`config.mk`:
```
export PLATFORM = sky130hd
export DESIGN_NAME = pls_supervisor
export DESIGN_NICKNAME = d
export VERILOG_FILES = /design/src/core/pls_pkg.sv /design/src/core/pls_supervisor.sv
export VERILOG_INCLUDE_DIRS = /design/src /design/src/core
export SDC_FILE = /design/constraint.sdc
export NUM_CORES = 1
export LEC_CHECK = 0
export BUFFER_PORTS_ARGS = -buffer_cell sky130_fd_sc_hd__buf_2
export CAP_MARGIN = 25
export CELL_PAD_IN_SITES_DETAIL_PLACEMENT = 1
export CELL_PAD_IN_SITES_GLOBAL_PLACEMENT = 2
export CORE_MARGIN = 1
export CORE_UTILIZATION = 36
export DETAILED_ROUTE_END_ITERATION = 12
export PLACE_DENSITY = 0.84
export SLEW_MARGIN = 25
export SYNTH_ARGS = -nofsm -noshare
export SYNTH_HDL_FRONTEND = slang
export SYNTH_SLANG_ARGS = --single-unit
```
`constraint.sdc`:
```
create_clock -name SYS_CLK -period 11.75 [get_ports SYS_CLK]
set_input_delay 1.175 -clock SYS_CLK [delete_from_list [all_inputs] [get_ports SYS_CLK]]
set_output_delay 1.175 -clock SYS_CLK [all_outputs]
set_load 0.03 [all_outputs]
```
`src/core/pls_cfg.svh`:
```
// Constants for the PID loop supervisor: register offsets, fields, resets, timing
`ifndef PLS_CFG_SVH
`define PLS_CFG_SVH
// Register byte offsets on the AXI4-Lite slave
`define PLS_OFF_CTRL 8'h00
`define PLS_OFF_HIGH_BOUND 8'h04
`define PLS_OFF_LOW_BOUND 8'h08
`define PLS_OFF_HIGH_DELAY 8'h0c
`define PLS_OFF_LOW_DELAY 8'h10
`define PLS_OFF_HYST 8'h14
`define PLS_OFF_UPPER_CLAMP 8'h18
`define PLS_OFF_LOWER_CLAMP 8'h1c
`define PLS_OFF_AW_BAND 8'h20
`define PLS_OFF_LF_STOP 8'h24
`define PLS_OFF_LF_LATENCY 8'h28
`define PLS_OFF_LF_START 8'h2c
`define PLS_OFF_FREQ_LIMITS 8'h30
`define PLS_OFF_STATUS 8'h34
`define PLS_OFF_CLAMPED 8'h38
// Control register fields
`define PLS_CTRL_MODE_LSB 0
`define PLS_CTRL_MODE_MSB 3
`define PLS_CTRL_CLEAR_BIT 8
// Status register fields
`define PLS_ST_FLAG_BIT 0
`define PLS_ST_HIGH_BIT 1
`define PLS_ST_LOW_BIT 2
`define PLS_ST_FREEZE_BIT 3
`define PLS_ST_STOP_BIT 4
`define PLS_ST_ARMED_BIT 5
// Reset values
`define PLS_RST_MODE 4'h0
`define PLS_RST_UPPER_CLAMP 16'h03e7
`define PLS_RST_LOWER_CLAMP 16'h03e7
`define PLS_CLAMP_USE_GENERAL 16'h03e7
// Delay tick: delays count in steps of 10 ms
`define PLS_CLK_HZ 10000000
`define PLS_TICK_MS 10
`define PLS_TICK_CYCLES ((`PLS_CLK_HZ / 1000) * `PLS_TICK_MS)
`endif

```
`src/core/pls_pkg.sv`:
```
// Types shared by the PID loop supervisor
`default_nettype none
package pls_pkg;
  typedef enum logic [2:0] {
    PLS_LF_RUN = 3'b001,
    PLS_LF_QUAL = 3'b010,
    PLS_LF_STOPPED = 3'b100
  } pls_lf_state_t;
  typedef struct packed {
    logic flag;
    logic high_alarm;
    logic low_alarm;
    logic freeze;
    logic lf_stopped;
  } pls_status_t;
endpackage
`default_nettype wire

```
`src/core/pls_supervisor.sv`:
```
// PID loop supervisor: alarms, output clamp, anti-windup and low-flow stop
//
// Contract
// Modes 1-4: flag while feedback below low bound or above high bound.
// Modes 5-8: flag outside setpoint minus/plus bound magnitudes.
// Hold modes: flag stays off after power-on until region is left and re-entered.
// Latch modes: flag stays on once set, even after feedback leaves region.
// Latched flag is cleared only by the reset action, like alarm reset.
// High alarm after feedback above high bound longer than delay; zero disables.
// Low alarm after feedback below low bound longer than delay; zero disables.
// Delayed high and low alarms are evaluated only while running under PID.
// Bound alarms return to normal only past bound by hysteresis amount.
// Output clamp applies only to regulator output, not when PID is cancelled.
// Upper clamp in 0.1 Hz steps; 999 selects the general high limit.
// Lower clamp in 0.1 Hz steps; 999 selects the general low limit.
// Freeze integrator while deviation lies outside the anti-windup band.
// Band ranges 0.01 to 999 display units; zero disables the freeze.
// Freeze acts only on the first regulator channel.
// Output below stop level past latency: decelerate to stop, PID keeps running.
// After low-flow stop, resume once output rises above the start level.
// Low-flow stopped indicator is high exactly while stopped by low-flow.
// If start level below stop level, trigger stop below the start level instead.
// Delay counters count ticks while condition holds, restart when it lapses.
//
// The placing of the registers and the AXI4-Lite slave port are this design's own decisions.
`include "pls_cfg.svh"
`timescale 1ns/1ps
`default_nettype none
module pls_supervisor (
  input wire logic SYS_CLK,
  input wire logic NRST,
  // AXI4-Lite slave
  input wire logic [7:0] S_AXI_AWADDR,
  input wire logic S_AXI_AWVALID,
  output logic S_AXI_AWREADY,
  input wire logic [31:0] S_AXI_WDATA,
  input wire logic [3:0] S_AXI_WSTRB,
  input wire logic S_AXI_WVALID,
  output logic S_AXI_WREADY,
  output logic [1:0] S_AXI_BRESP,
  output logic S_AXI_BVALID,
  input wire logic S_AXI_BREADY,
  input wire logic [7:0] S_AXI_ARADDR,
  input wire logic S_AXI_ARVALID,
  output logic S_AXI_ARREADY,
  output logic [31:0] S_AXI_RDATA,
  output logic [1:0] S_AXI_RRESP,
  output logic S_AXI_RVALID,
  input wire logic S_AXI_RREADY,
  // Process signals; feedback and setpoint in signed display units
  input wire logic signed [15:0] MEASURED_FEEDBACK,
  input wire logic signed [15:0] SETPOINT_VALUE,
  input wire logic [15:0] PID_OUTPUT,
  input wire logic PID_ACTIVE,
  input wire logic FAULT_CLEAR,
  output logic [15:0] FREQ_REFERENCE,
  output logic INTEGRATOR_FREEZE,
  output logic MOTOR_RUN_ENABLE,
  output logic SUPERVISION_FLAG,
  output logic HIGH_FEEDBACK_ALARM,
  output logic LOW_FEEDBACK_ALARM,
  output logic LOWFLOW_STOPPED_INDICATOR
);

  // ****************************************************************
  // Reset synchroniser and tick divider
  // ****************************************************************
  logic rst_meta_reg;
  logic rst_n;
  logic [16:0] tick_cnt_reg;
  logic tick;

  // Two-stage release so the design leaves reset cleanly on a clock edge
  always_ff @(posedge SYS_CLK or negedge NRST) begin
    if (!NRST) begin
      rst_meta_reg <= 1'b0;
      rst_n <= 1'b0;
    end else begin
      rst_meta_reg <= 1'b1;
      rst_n <= rst_meta_reg;
    end
  end

  // Divider giving one pulse per delay tick; 17 bits since a tick spans more than 65536 cycles
  always_ff @(posedge SYS_CLK or negedge rst_n) begin
    if (!rst_n) begin
      tick_cnt_reg <= 17'h00000;
    end else if (tick) begin
      tick_cnt_reg <= 17'h00000;
    end else begin
      tick_cnt_reg <= tick_cnt_reg + 17'h00001;
    end
  end
  assign tick = (tick_cnt_reg == 17'(`PLS_TICK_CYCLES - 1));

  // ****************************************************************
  // Register file
  // ****************************************************************
  logic [3:0] mode_reg;
  logic signed [15:0] high_bound_reg, low_bound_reg, hyst_reg, aw_band_reg;
  logic [15:0] high_delay_reg, low_delay_reg, lf_latency_reg;
  logic [15:0] upper_clamp_reg, lower_clamp_reg, lf_stop_reg, lf_start_reg;
  logic [15:0] gen_high_reg, gen_low_reg;
  logic clear_pulse;
  logic aw_hold_reg, w_hold_reg;
  logic [7:0] aw_addr_reg;
  logic [31:0] w_data_reg;
  logic do_write;
  logic [31:0] rdata_next;
  logic rd_ok;
  pls_pkg::pls_status_t status;
  logic flag_armed_reg;

  // Merge 16-bit field with byte strobes
  function automatic logic [15:0] merge16(input logic [15:0] old, input logic [31:0] d,
                                          input logic [3:0] s);
    merge16 = {s[1] ? d[15:8] : old[15:8], s[0] ? d[7:0] : old[7:0]};
  endfunction

  // Address and data are taken in either order and held until both arrive
  assign S_AXI_AWREADY = !aw_hold_reg && !S_AXI_BVALID;
  assign S_AXI_WREADY = !w_hold_reg && !S_AXI_BVALID;
  assign do_write = aw_hold_reg && w_hold_reg;
  always_ff @(posedge SYS_CLK or negedge rst_n) begin
    if (!rst_n) begin
      aw_hold_reg <= 1'b0;
      w_hold_reg <= 1'b0;
      aw_addr_reg <= 8'h00;
      w_data_reg <= 32'h0000_0000;
      S_AXI_BVALID <= 1'b0;
    end else begin
      if (S_AXI_AWVALID && S_AXI_AWREADY) begin
        aw_hold_reg <= 1'b1;
        aw_addr_reg <= S_AXI_AWADDR;
      end
      if (S_AXI_WVALID && S_AXI_WREADY) begin
        w_hold_reg <= 1'b1;
        w_data_reg <= S_AXI_WDATA;
      end
      if (do_write) begin
        aw_hold_reg <= 1'b0;
        w_hold_reg <= 1'b0;
        S_AXI_BVALID <= 1'b1;
      end else if (S_AXI_BREADY) begin
        S_AXI_BVALID <= 1'b0;
      end
    end
  end
  assign S_AXI_BRESP = 2'b00;

  // Write strobes are captured with the data so a late address still sees them
  logic [3:0] w_strb_reg;
  always_ff @(posedge SYS_CLK or negedge rst_n) begin
    if (!rst_n) begin
      w_strb_reg <= 4'h0;
    end else if (S_AXI_WVALID && S_AXI_WREADY) begin
      w_strb_reg <= S_AXI_WSTRB;
    end
  end

  // Setting registers; unmapped writes are accepted and dropped
  always_ff @(posedge SYS_CLK or negedge rst_n) begin
    if (!rst_n) begin
      mode_reg <= `PLS_RST_MODE;
      high_bound_reg <= 16'h0000;
      low_bound_reg <= 16'h0000;
      high_delay_reg <= 16'h0000;
      low_delay_reg <= 16'h0000;
      hyst_reg <= 16'h0000;
      upper_clamp_reg <= `PLS_RST_UPPER_CLAMP;
      lower_clamp_reg <= `PLS_RST_LOWER_CLAMP;
      aw_band_reg <= 16'h0000;
      lf_stop_reg <= 16'h0000;
      lf_latency_reg <= 16'h0000;
      lf_start_reg <= 16'h0000;
      gen_high_reg <= 16'hffff;
      gen_low_reg <= 16'h0000;
    end else if (do_write) begin
      case (aw_addr_reg)
        `PLS_OFF_CTRL: begin
          if (w_strb_reg[0]) begin
            mode_reg <= w_data_reg[`PLS_CTRL_MODE_MSB:`PLS_CTRL_MODE_LSB];
          end
        end
        `PLS_OFF_HIGH_BOUND: high_bound_reg <= merge16(high_bound_reg, w_data_reg, w_strb_reg);
        `PLS_OFF_LOW_BOUND: low_bound_reg <= merge16(low_bound_reg, w_data_reg, w_strb_reg);
        `PLS_OFF_HIGH_DELAY: high_delay_reg <= merge16(high_delay_reg, w_data_reg, w_strb_reg);
        `PLS_OFF_LOW_DELAY: low_delay_reg <= merge16(low_delay_reg, w_data_reg, w_strb_reg);
        `PLS_OFF_HYST: hyst_reg <= merge16(hyst_reg, w_data_reg, w_strb_reg);
        `PLS_OFF_UPPER_CLAMP: upper_clamp_reg <= merge16(upper_clamp_reg, w_data_reg, w_strb_reg);
        `PLS_OFF_LOWER_CLAMP: lower_clamp_reg <= merge16(lower_clamp_reg, w_data_reg, w_strb_reg);
        `PLS_OFF_AW_BAND: aw_band_reg <= merge16(aw_band_reg, w_data_reg, w_strb_reg);
        `PLS_OFF_LF_STOP: lf_stop_reg <= merge16(lf_stop_reg, w_data_reg, w_strb_reg);
        `PLS_OFF_LF_LATENCY: lf_latency_reg <= merge16(lf_latency_reg, w_data_reg, w_strb_reg);
        `PLS_OFF_LF_START: lf_start_reg <= merge16(lf_start_reg, w_data_reg, w_strb_reg);
        `PLS_OFF_FREQ_LIMITS: begin
          gen_low_reg <= merge16(gen_low_reg, w_data_reg, w_strb_reg);
          gen_high_reg <= merge16(gen_high_reg, {16'h0000, w_data_reg[31:16]},
                                  {2'b00, w_strb_reg[3:2]});
        end
        default: ;
      endcase
    end
  end

  // Writing the clear bit acts as the general alarm reset
  assign clear_pulse = do_write && (aw_addr_reg == `PLS_OFF_CTRL) && w_strb_reg[1]
                       && w_data_reg[`PLS_CTRL_CLEAR_BIT];

  // Read mux; unmapped addresses answer SLVERR with zero data
  always_comb begin
    rd_ok = 1'b1;
    rdata_next = 32'h0000_0000;
    case (S_AXI_ARADDR)
      `PLS_OFF_CTRL: rdata_next = {28'h0000000, mode_reg};
      `PLS_OFF_HIGH_BOUND: rdata_next = {16'h0000, high_bound_reg};
      `PLS_OFF_LOW_BOUND: rdata_next = {16'h0000, low_bound_reg};
      `PLS_OFF_HIGH_DELAY: rdata_next = {16'h0000, high_delay_reg};
      `PLS_OFF_LOW_DELAY: rdata_next = {16'h0000, low_delay_reg};
      `PLS_OFF_HYST: rdata_next = {16'h0000, hyst_reg};
      `PLS_OFF_UPPER_CLAMP: rdata_next = {16'h0000, upper_clamp_reg};
      `PLS_OFF_LOWER_CLAMP: rdata_next = {16'h0000, lower_clamp_reg};
      `PLS_OFF_AW_BAND: rdata_next = {16'h0000, aw_band_reg};
      `PLS_OFF_LF_STOP: rdata_next = {16'h0000, lf_stop_reg};
      `PLS_OFF_LF_LATENCY: rdata_next = {16'h0000, lf_latency_reg};
      `PLS_OFF_LF_START: rdata_next = {16'h0000, lf_start_reg};
      `PLS_OFF_FREQ_LIMITS: rdata_next = {gen_high_reg, gen_low_reg};
      // Fields placed one by one so the flag lands in bit 0 as the map says
      `PLS_OFF_STATUS: rdata_next = {26'h0000000, flag_armed_reg, status.lf_stopped,
                                     status.freeze, status.low_alarm, status.high_alarm,
                                     status.flag};
      `PLS_OFF_CLAMPED: rdata_next = {16'h0000, FREQ_REFERENCE};
      default: rd_ok = 1'b0;
    endcase
  end

  assign S_AXI_ARREADY = !S_AXI_RVALID;
  always_ff @(posedge SYS_CLK or negedge rst_n) begin
    if (!rst_n) begin
      S_AXI_RVALID <= 1'b0;
      S_AXI_RDATA <= 32'h0000_0000;
      S_AXI_RRESP <= 2'b00;
    end else if (S_AXI_ARVALID && S_AXI_ARREADY) begin
      S_AXI_RVALID <= 1'b1;
      S_AXI_RDATA <= rdata_next;
      S_AXI_RRESP <= rd_ok ? 2'b00 : 2'b10;
    end else if (S_AXI_RREADY) begin
      S_AXI_RVALID <= 1'b0;
    end
  end

  // ****************************************************************
  // Supervision flag
  // ****************************************************************
  function automatic logic signed [17:0] mag(input logic signed [15:0] v);
    mag = (v < 0) ? -18'(v) : 18'(v);
  endfunction

  logic signed [17:0] fb, sp, hb, lb;
  logic in_region, mode_dev, mode_hold, mode_latch, mode_on;
  logic flag_reg, prev_region_reg;
  assign fb = 18'(MEASURED_FEEDBACK);
  assign sp = 18'(SETPOINT_VALUE);
  assign hb = 18'(high_bound_reg);
  assign lb = 18'(low_bound_reg);
  assign mode_on = (mode_reg >= 4'h1) && (mode_reg <= 4'h8);
  assign mode_dev = (mode_reg >= 4'h5);
  assign mode_hold = (mode_reg == 4'h2) || (mode_reg == 4'h4) || (mode_reg == 4'h6)
                     || (mode_reg == 4'h8);
  assign mode_latch = (mode_reg == 4'h3) || (mode_reg == 4'h4) || (mode_reg == 4'h7)
                      || (mode_reg == 4'h8);
  assign in_region = mode_dev
      ? ((fb < sp - mag(low_bound_reg)) || (fb > sp + mag(high_bound_reg)))
      : ((fb < lb) || (fb > hb));

  // Arming: hold modes arm only after the region has been left once
  always_ff @(posedge SYS_CLK or negedge rst_n) begin
    if (!rst_n) begin
      flag_armed_reg <= 1'b0;
      prev_region_reg <= 1'b0;
    end else begin
      prev_region_reg <= in_region;
      if (!in_region) begin
        flag_armed_reg <= 1'b1;
      end
    end
  end

  // Latched flag survives region exit; only the reset action drops it
  always_ff @(posedge SYS_CLK or negedge rst_n) begin
    if (!rst_n) begin
      flag_reg <= 1'b0;
    end else if (mode_on && in_region && (flag_armed_reg || !mode_hold)) begin
      flag_reg <= 1'b1;  // see R01 see R02
    end else if (mode_latch && flag_reg && mode_on) begin
      if (clear_pulse || FAULT_CLEAR) begin
        flag_reg <= 1'b0;
      end
    end else begin
      flag_reg <= 1'b0;
    end
  end
  assign SUPERVISION_FLAG = flag_reg;

  // ****************************************************************
  // Delayed feedback alarms with hysteresis
  // ****************************************************************
  logic [15:0] hi_cnt_reg, lo_cnt_reg;
  logic hi_alarm_reg, lo_alarm_reg, hi_cond, lo_cond;
  assign hi_cond = PID_ACTIVE && (high_delay_reg != 16'h0000) && (fb > hb);  // see R06
  assign lo_cond = PID_ACTIVE && (low_delay_reg != 16'h0000) && (fb < lb);  // see R07

  // Counters restart whenever the condition lapses before expiry
  always_ff @(posedge SYS_CLK or negedge rst_n) begin
    if (!rst_n) begin
      hi_cnt_reg <= 16'h0000;
      lo_cnt_reg <= 16'h0000;
    end else begin
      if (!hi_cond) hi_cnt_reg <= 16'h0000;
      else if (tick && hi_cnt_reg != 16'hffff) hi_cnt_reg <= hi_cnt_reg + 16'h0001;
      if (!lo_cond) lo_cnt_reg <= 16'h0000;
      else if (tick && lo_cnt_reg != 16'hffff) lo_cnt_reg <= lo_cnt_reg + 16'h0001;
    end
  end

  // Alarms drop once feedback is back past the bound by the hysteresis, or when PID stops or the delay is zero
  always_ff @(posedge SYS_CLK or negedge rst_n) begin
    if (!rst_n) begin
      hi_alarm_reg <= 1'b0;
      lo_alarm_reg <= 1'b0;
    end else begin
      if (hi_cond && hi_cnt_reg > high_delay_reg) hi_alarm_reg <= 1'b1;
      else if (!PID_ACTIVE || high_delay_reg == 16'h0000
               || fb <= hb - mag(hyst_reg)) hi_alarm_reg <= 1'b0;
      if (lo_cond && lo_cnt_reg > low_delay_reg) lo_alarm_reg <= 1'b1;
      else if (!PID_ACTIVE || low_delay_reg == 16'h0000
               || fb >= lb + mag(hyst_reg)) lo_alarm_reg <= 1'b0;
    end
  end
  assign HIGH_FEEDBACK_ALARM = hi_alarm_reg;
  assign LOW_FEEDBACK_ALARM = lo_alarm_reg;

  // ****************************************************************
  // Output clamp and anti-windup
  // ****************************************************************
  logic [15:0] up_lim, lo_lim, freq_reg;
  logic freeze_reg;
  logic signed [17:0] dev;
  assign up_lim = (upper_clamp_reg == `PLS_CLAMP_USE_GENERAL) ? gen_high_reg
                  : upper_clamp_reg;
  assign lo_lim = (lower_clamp_reg == `PLS_CLAMP_USE_GENERAL) ? gen_low_reg
                  : lower_clamp_reg;
  assign dev = fb - sp;

  // Clamp only the regulator path; a cancelled loop passes the reference through
  always_ff @(posedge SYS_CLK or negedge rst_n) begin
    if (!rst_n) begin
      freq_reg <= 16'h0000;
    end else if (!PID_ACTIVE) begin
      freq_reg <= PID_OUTPUT;
    end else if (PID_OUTPUT > up_lim) begin
      freq_reg <= up_lim;
    end else if (PID_OUTPUT < lo_lim) begin
      freq_reg <= lo_lim;
    end else begin
      freq_reg <= PID_OUTPUT;
    end
  end
  assign FREQ_REFERENCE = freq_reg;

  // Only this block's regulator has the freeze; a zero band turns it off
  always_ff @(posedge SYS_CLK or negedge rst_n) begin
    if (!rst_n) begin
      freeze_reg <= 1'b0;
    end else begin
      freeze_reg <= PID_ACTIVE && (aw_band_reg != 16'h0000)  // see R14
                    && (mag(16'(dev)) > mag(aw_band_reg) || dev > 18'sd32767
                        || dev < -18'sd32768);
    end
  end
  assign INTEGRATOR_FREEZE = freeze_reg;

  // ****************************************************************
  // Low-flow stop
  // ****************************************************************
  pls_pkg::pls_lf_state_t lf_state_reg;
  logic [15:0] lf_cnt_reg, eff_stop;
  logic lf_low;
  assign eff_stop = (lf_start_reg < lf_stop_reg) ? lf_start_reg : lf_stop_reg;
  assign lf_low = PID_ACTIVE && (PID_OUTPUT < eff_stop);

  // Sleep sequencer; the regulator keeps computing while the motor is stopped
  always_ff @(posedge SYS_CLK or negedge rst_n) begin
    if (!rst_n) begin
      lf_state_reg <= pls_pkg::PLS_LF_RUN;
      lf_cnt_reg <= 16'h0000;
    end else begin
      case (lf_state_reg)
        pls_pkg::PLS_LF_RUN: begin
          lf_cnt_reg <= 16'h0000;
          if (lf_low) lf_state_reg <= pls_pkg::PLS_LF_QUAL;
        end
        pls_pkg::PLS_LF_QUAL: begin
          if (!lf_low) begin
            lf_state_reg <= pls_pkg::PLS_LF_RUN;
          end else if (lf_cnt_reg >= lf_latency_reg) begin
            lf_state_reg <= pls_pkg::PLS_LF_STOPPED;
          end else if (tick) begin
            lf_cnt_reg <= lf_cnt_reg + 16'h0001;
          end
        end
        pls_pkg::PLS_LF_STOPPED: begin
          if (!PID_ACTIVE || PID_OUTPUT > lf_start_reg) begin
            lf_state_reg <= pls_pkg::PLS_LF_RUN;
          end
        end
        default: lf_state_reg <= pls_pkg::PLS_LF_RUN;
      endcase
    end
  end
  assign LOWFLOW_STOPPED_INDICATOR = (lf_state_reg == pls_pkg::PLS_LF_STOPPED);
  assign MOTOR_RUN_ENABLE = !LOWFLOW_STOPPED_INDICATOR;

  assign status = '{flag: flag_reg, high_alarm: hi_alarm_reg, low_alarm: lo_alarm_reg,
                    freeze: freeze_reg, lf_stopped: LOWFLOW_STOPPED_INDICATOR};

  // ****************************************************************
  // Assertions
  // ****************************************************************
  a_latch_holds: assert property (@(posedge SYS_CLK) disable iff (!rst_n)
    mode_latch && mode_on && flag_reg && !clear_pulse && !FAULT_CLEAR && $stable(mode_reg)
    |=> flag_reg) else $error("latched flag dropped");
  a_flag_abs: assert property (@(posedge SYS_CLK) disable iff (!rst_n)
    (mode_reg == 4'h1) && $stable(mode_reg) |=> flag_reg == $past(in_region))
    else $error("absolute flag wrong");
  a_hold_blocks: assert property (@(posedge SYS_CLK) disable iff (!rst_n)
    mode_hold && !flag_armed_reg && !flag_reg |=> !flag_reg)
    else $error("hold flag raised early");
  a_high_disabled: assert property (@(posedge SYS_CLK) disable iff (!rst_n)
    high_delay_reg == 16'h0000 |=> !hi_alarm_reg) else $error("high alarm disabled");
  a_low_needs_pid: assert property (@(posedge SYS_CLK) disable iff (!rst_n)
    !PID_ACTIVE |=> !lo_alarm_reg && !hi_alarm_reg) else $error("alarm without pid");
  a_clamp_bounds: assert property (@(posedge SYS_CLK) disable iff (!rst_n)
    PID_ACTIVE && $stable(up_lim) && up_lim >= lo_lim |=> freq_reg <= $past(up_lim))
    else $error("clamp exceeded");
  a_freeze_off: assert property (@(posedge SYS_CLK) disable iff (!rst_n)
    aw_band_reg == 16'h0000 |=> !freeze_reg) else $error("freeze while disabled");
  a_stop_indicator: assert property (@(posedge SYS_CLK) disable iff (!rst_n)
    $rose(LOWFLOW_STOPPED_INDICATOR) |-> $past(lf_low))
    else $error("stop indicator without low flow");
  a_lf_resume: assert property (@(posedge SYS_CLK) disable iff (!rst_n)
    LOWFLOW_STOPPED_INDICATOR && PID_OUTPUT > lf_start_reg |=> MOTOR_RUN_ENABLE)
    else $error("no resume");
  c_flag_set: cover property (@(posedge SYS_CLK) disable iff (!rst_n) $rose(flag_reg));
  c_high_alarm: cover property (@(posedge SYS_CLK) disable iff (!rst_n) $rose(hi_alarm_reg));
  c_lf_stop: cover property (@(posedge SYS_CLK) disable iff (!rst_n)
    $rose(LOWFLOW_STOPPED_INDICATOR));
  c_freeze: cover property (@(posedge SYS_CLK) disable iff (!rst_n) $rose(freeze_reg));

endmodule // pls_supervisor
`default_nettype wire

```
---- After elaboration in Yosys (flattened, before gate mapping) ----
Cells that the tools add are included.
storage, ports and cells
  register bits after elaboration ......... 385
  output and inout port bits .............. 63
cells by class
  $add $sub $neg .......................... 14
  order comparisons ....................... 25
  equal/unequal tests ..................... 49
  multiplexer cells ....................... 44
  reduce and logical (&&, ||, !) cells .... 93
operators with widths
  operator                                                     number
  case mux 32 bit (15 select lines)                            1
  2-to-1 mux 16 bit                                            13
  == test 8 x 6 -> 1 bit, second input constant                12
  2-to-1 mux 18 bit                                            5
  negator 16 -> 18 bit                                         5
  AND reduction 3 bit                                          28
  greater-than comparator 16 bit                               5
  less-than comparator 16 x 1 -> 1 bit, second input constant  5
  == test 8 x 5 -> 1 bit, second input constant                8
  less-than comparator 16 bit                                  4
  adder 16 x 1 -> 16 bit, second input constant                3
  nonzero test 16 bit                                          3
  adder 16 x 18 -> 18 bit                                      2
  subtractor 16 x 18 -> 18 bit                                 2
  == test 16 x 10 -> 1 bit, second input constant              2
  == test 8 x 4 -> 1 bit, second input constant                4
  zero test 16 bit                                             2
  != test 16 bit, second input constant                        2
  case mux 16 bit (2 select lines)                             1
  logical AND 1 bit                                            25
  >= comparator 16 x 18 -> 1 bit                               1
  greater-than comparator 16 x 18 -> 1 bit                     1
  greater-than comparator 18 bit                               1
  <= comparator 16 x 18 -> 1 bit                               1
  other kinds (32)                                             89

---- Longest topological paths before layout ----
  depth after elaboration ................. 9
  gate-level depth with buffers ........... 23
  mapped depth without buffers ............ 23

---- Least setup slack after synthesis ----
OpenSTA, ideal clock, no wires.
  path kind ............................... input to register
  start point ............................. input port SETPOINT_VALUE[8]
  end point ............................... register freeze_reg (netlist: INTEGRATOR_FREEZE)
  setup time .............................. 133 ps
  arrival ................................. 4819 ps
  data required time ...................... 11617 ps
  setup slack ............................. 6798 ps
  stages .................................. 21
  cell sequence ........................... inv_1 > ha_1 > buf_6 > a21o_1 > a31o_1 > or4b_4 > o21ai_2 > mux2i_1 > o2111a_2 > buf_6 > a21oi_2 > xnor2_1 > ha_1 > a21o_1 > a21o_1 > a21oi_1 > o2111ai_1 > a21oi_1 > o2bb2ai_1 > a311oi_1 > nor3_1
on the way
  word-level cells in the longest chain between the ends .. 7
ends and longest elaborated chain
  item                                                                                 RTL line               RTL
  start: declaration                                                                   pls_supervisor.sv:52   input wire logic signed [15:0] SETPOINT_VALUE,
  subtractor 16 x 16 -> 17 bit (*)                                                     pls_supervisor.sv:353  assign dev = fb - sp;
  negator 16 -> 18 bit / less-than comparator 16 x 1 -> 1 bit (equally long branches)  pls_supervisor.sv:256  mag = (v < 0) ? -18'(v) : 18'(v);
  2-to-1 mux 18 bit                                                                    pls_supervisor.sv:256
  greater-than comparator 18 bit                                                       pls_supervisor.sv:377  && (mag(16'(dev)) > mag(aw_band_reg) || dev > 18'sd32767
  logical OR 1 bit                                                                     pls_supervisor.sv:377
  logical OR 1 bit (*)                                                                 pls_supervisor.sv:378  || dev < -18'sd32768);
  logical AND 1 bit (*)                                                                pls_supervisor.sv:377
  end signal: assignment                                                               pls_supervisor.sv:376  freeze_reg <= PID_ACTIVE && (aw_band_reg != 16'h0000)
  end: declaration                                                                     pls_supervisor.sv:347  logic freeze_reg;
Every way passes the cells marked *; elsewhere a longest branch is shown, timed or not.
A chain may end at the register's enable or synchronous reset.

---- Worst setup path after layout ----
  start point ............................. register high_bound_reg[15]
  end point ............................... register flag_reg (netlist: SUPERVISION_FLAG)
on the way
  word-level cells in the longest chain between the ends .. 9
ends and longest elaborated chain
  item                                                                                 RTL line               RTL
  start: declaration                                                                   pls_supervisor.sv:100  logic signed [15:0] high_bound_reg, low_bound_reg, hyst_reg, aw_band_reg;
  start signal: assignment                                                             pls_supervisor.sv:185  `PLS_OFF_HIGH_BOUND: high_bound_reg <= merge16(high_bound_reg, w_data_reg, w_strb_reg);
  negator 16 -> 18 bit / less-than comparator 16 x 1 -> 1 bit (equally long branches)  pls_supervisor.sv:256
  2-to-1 mux 18 bit                                                                    pls_supervisor.sv:256
  adder 16 x 18 -> 18 bit                                                              pls_supervisor.sv:273  ? ((fb < sp - mag(low_bound_reg)) || (fb > sp + mag(high_bound_reg)))
  greater-than comparator 16 x 18 -> 1 bit                                             pls_supervisor.sv:273
  logical OR 1 bit                                                                     pls_supervisor.sv:273
  2-to-1 mux 1 bit (*)                                                                 pls_supervisor.sv:273
  logical AND 1 bit (*) (2 in series)                                                  pls_supervisor.sv:293  end else if (mode_on && in_region && (flag_armed_reg || !mode_hold)) begin
  != test 3 x 2 -> 1 bit (no source line) / 2-to-1 mux 1 bit (equally long branches)   --
  end signal: assignment                                                               pls_supervisor.sv:292  flag_reg <= 1'b0;
  end signal: assignment                                                               pls_supervisor.sv:294  flag_reg <= 1'b1;
  end signal: assignment                                                               pls_supervisor.sv:297  flag_reg <= 1'b0;
  end: declaration                                                                     pls_supervisor.sv:261  logic flag_reg, prev_region_reg;
Marked as above.

==> summary.txt <==
Finish
  • NumNets Final: 3595
  • Post-Layout Inst Area: 32330 µm²
  • Filler Cell Count: 9077
  • Share of layout cells above drive strength 1: 0.1920
  • Area of the multi-input gates: 17910 µm²
  • Seq. cell area: 9654 µm²
  • Layout area overhead: 12.93%

Power and ir drop
  • Switching share of power: 0.3895
  • Total design power: 0.005130 W
  • Seq pwr share: 0.365
  • Comb pwr share: 0.337
  • Peak supply drop: 124.6 µV
  • Clock network fraction of design power: 0.299
  • Leakage: 14.75 nW
  • NetSw: 0.001998 W
  • Power density cells: 158.7 nW/µm²
  • Internal cell power: 0.003132 W

Synthesis
  • Post-Syn Area: 28630 µm²
  • Cells after synthesis: 2967
  • Synth Area in XOR/XNOR: 0.05292
  • Seq/Total Area, Yosys: 0.3371
  • Adder-Cell Fraction of Synth Area: 0.1521
  • Main combinational cell family by area after synthesis: compound AO/OA/AOI/OAI gates
  • Post-synth EDFFs: 0
  • Register bit total from synthesis: 384
  • Syn avg cell area: 9.649 µm²
  • Synth cell types: 95
  • Post-Synth Simple-Gate Area: 0.1377
  • Synth Flop Type: dfrtp_1
  • Mux share of post-synthesis cell area: 0.1088
  • Synth Area in Compound Gates: 0.1721
  • Ys async rst share: 1.000
  • YS warnings: 0

Clock tree
  • Clock-pin slew on the worst setup and hold paths: 70 ps
  • # hold bufs at CTS: 0
  • Num CTS Buffers: 44
  • CTS tree: built
  • Root Driver: clkbuf_16
  • Cts repair resizes: 0
  • # H-tree levels: 2
  • Clock latency on the worst-skew pair: 600 ps
  • CTS max path bufs: 3
  • Setup Buffers After CTS: 0
  • Clk sink count: 384

Placed design
  • Hpwl dp: 81640 µm
  • Placed inst area: 30740 µm²
  • GPL Wtd Cong: 0.9128
  • IO Port Bufs: 168

Die
  • Chip width: 284.0 µm
  • Die H: 284.0 µm
  • FP Rows: 103
  • I/O pin cnt: 172
  • Core area: 78870 µm²
  • Die area: 80660 µm²
  • Initial Util: 0.3630

STA
  • Min Clock Period, post-route: 5607 ps
  • TNS Setup: 0 ps
  • Crit share post-route: 0.4772
  • Endpoints failing hold: 0
  • Final Skew: 23.86 ps
  • WHS: 299.2 ps
  • Slew HR: 0.2805
  • Achievable Freq: 178.3 MHz
  • RSZ-0062 raised after global routing: false
  • Slew @ Worst Pin: 1075 ps
  • Final setup fails: 0
  • Final Max Slew Viols: 0

Drt
  • Initial DRC count: 1625
  • Post-DRT Antenna Nets: 0
  • Routed vias: 24960
  • Via/cell ratio: 5.903
  • DR WL/cell: 24.93 µm
  • Final wirelength: 105400 µm
  • # DRC: 0
  • TritonRoute pass-1 iters: 8

Global routing
  • First-pass GRT wire length: 160700 µm
  • Antenna violations before repair: 4
  • Largest net degree at the start of global routing: 159
  • Vias in the first global route: 25720
  • Grt ovf: 0
  • GRT Resource Usage Total: 0.2585

Run
  • Max Cap Viol: 0

Setup path
  • Startpoint Class: flip-flop
  • CP Data Arrival Time: 6050 ps
  • CP required: 12190 ps
  • WS Path Type: reg -> reg
  • Crit. End Element: flip-flop
  • Crit-path max FO: 19

Run status
  • Status: finished, final reports clean

Min path
  • Hold crit path type: reg -> async
[final cells by class]
type                            count  area share
Timing Repair Buffer              201     0.03429
Antenna cell                        1  0.00007740
Inverter                          202     0.02345
Clock buffer                       58     0.03847
Clock inverter                     24     0.01041
Sequential cell                   384      0.2986
Tap cell                         1050     0.04063
Multi-Input combinational cell   2308      0.5541
[kinds of logic after synthesis]
family | after synthesis
simple gates | 786
compound gates | 713
flops | 384
fa+ha+maj | 345
buf+inv | 285
mux | 279
xor+xnor | 173
other cells | 2
[path summary, 6_finish.rpt]
kind	from	depth (start not counted)	to	slack, ps
max in group asynchronous	rst_n	3	aw_addr_reg[2]	8900
max	high_bound_reg[15]	20	SUPERVISION_FLAG	6140
min in group SYS_CLK	rst_meta_reg	0	rst_n	370
min reg2reg	rst_n	0	tick_cnt_reg[9]	300
max reg2reg	high_bound_reg[15]	20	SUPERVISION_FLAG	6140
min	rst_n	0	tick_cnt_reg[9]	300
[cells in the mapped netlist (43+ instances only)]
cell | number | area (µm²)
nor3_1 | 43 | 215.2
a21oi_1 | 130 | 650.6
o21ai_0 | 122 | 610.6
xnor2_1 | 95 | 832.1
xor2_1 | 78 | 683.2
nand3_1 | 74 | 370.4
inv_1 | 201 | 754.5
nand4_1 | 55 | 344.1
nor2_1 | 202 | 758.2
a31oi_1 | 49 | 306.5
dfrtp_1 | 351 | 8783
clkbuf_1 | 63 | 236.5
nand2_1 | 197 | 739.5
mux2_2 | 257 | 2894
ha_1 | 340 | 4254
a22oi_1 | 55 | 412.9
a21o_1 | 79 | 593.1
[power by group through the flow]
| stage | Clock [W] | Combinational [W] | Sequential [W] |
|---|---|---|---|
| 6_report | 0.00153 | 0.00173 | 0.00187 |
| 5_1_grt | 0.00160 | 0.00192 | 0.00188 |
| 4_1_cts | 0.00155 | 0.00173 | 0.00186 |
| 3_5_place_dp | 0 | 0.00172 | 0.00188 |
| 3_3_place_gp | 0 | 0.00168 | 0.00187 |
| 2_1_floorplan | 0 | 0.00130 | 0.00166 |
[metrics by stage]
stage	utilization	setup slack, ps	std cells
finish	0.4099	6143	4228
global route	0.4099	5854	4227
CTS	0.4097	6178	4227
detailed placement	0.3897	6071	4145
global placement	0.3897	6210	4145
floorplan	-	312.8	2977
[metal layers]
metal / vias up / part of all wire / track usage
met5: - / 0.00087 / 0
met3: 270 / 0.060 / 0.03923
met4: 6 / 0.050 / 0.1179
met1: 12500 / 0.43 / 0.3329
met2: 838 / 0.46 / 0.4262
li1: 11350 / - / -
[critical path: stages, from the launching register on]
cell      delay (ps)
dfrtp_1          840
inv_1            240
nor2_1           180
xnor2_1          160
ha_1             310
nor2b_1          160
o31a_1           270
o211ai_1         230
a21oi_1          140
or2_2            330
a21o_1           180
a21oi_1          170
xor2_1            90
ha_1             280
and4_1           240
nand3_1          110
or4_1            520
o211a_1          120
or4_1            510
o31ai_1          190
o21ai_0          180
[cells in the final DEF (no fill, tap or decap), types with 33 or more instances in the layout]
cell type  netlist  routed
dfrtp_1        351     350
mux2_2         257     257
buf_2           11     168
a21o_1          79      79
xnor2_1         95      95
a221oi_1        33      33
a22oi_1         55      55
o21a_1          36      36
inv_1          201     201
o21ai_0        122     122
dfstp_2         33      33
ha_1           340     340
nand2_1        197     196
nand3_1         74      74
clkbuf_16        0      44
xor2_1          78      78
a31oi_1         49      49
nor2_1         202     200
nor3_1          43      43
nand4_1         55      55
a21oi_1        130     130
nand2b_1        34      34
Note: power is estimated with default switching activity, not from simulation.
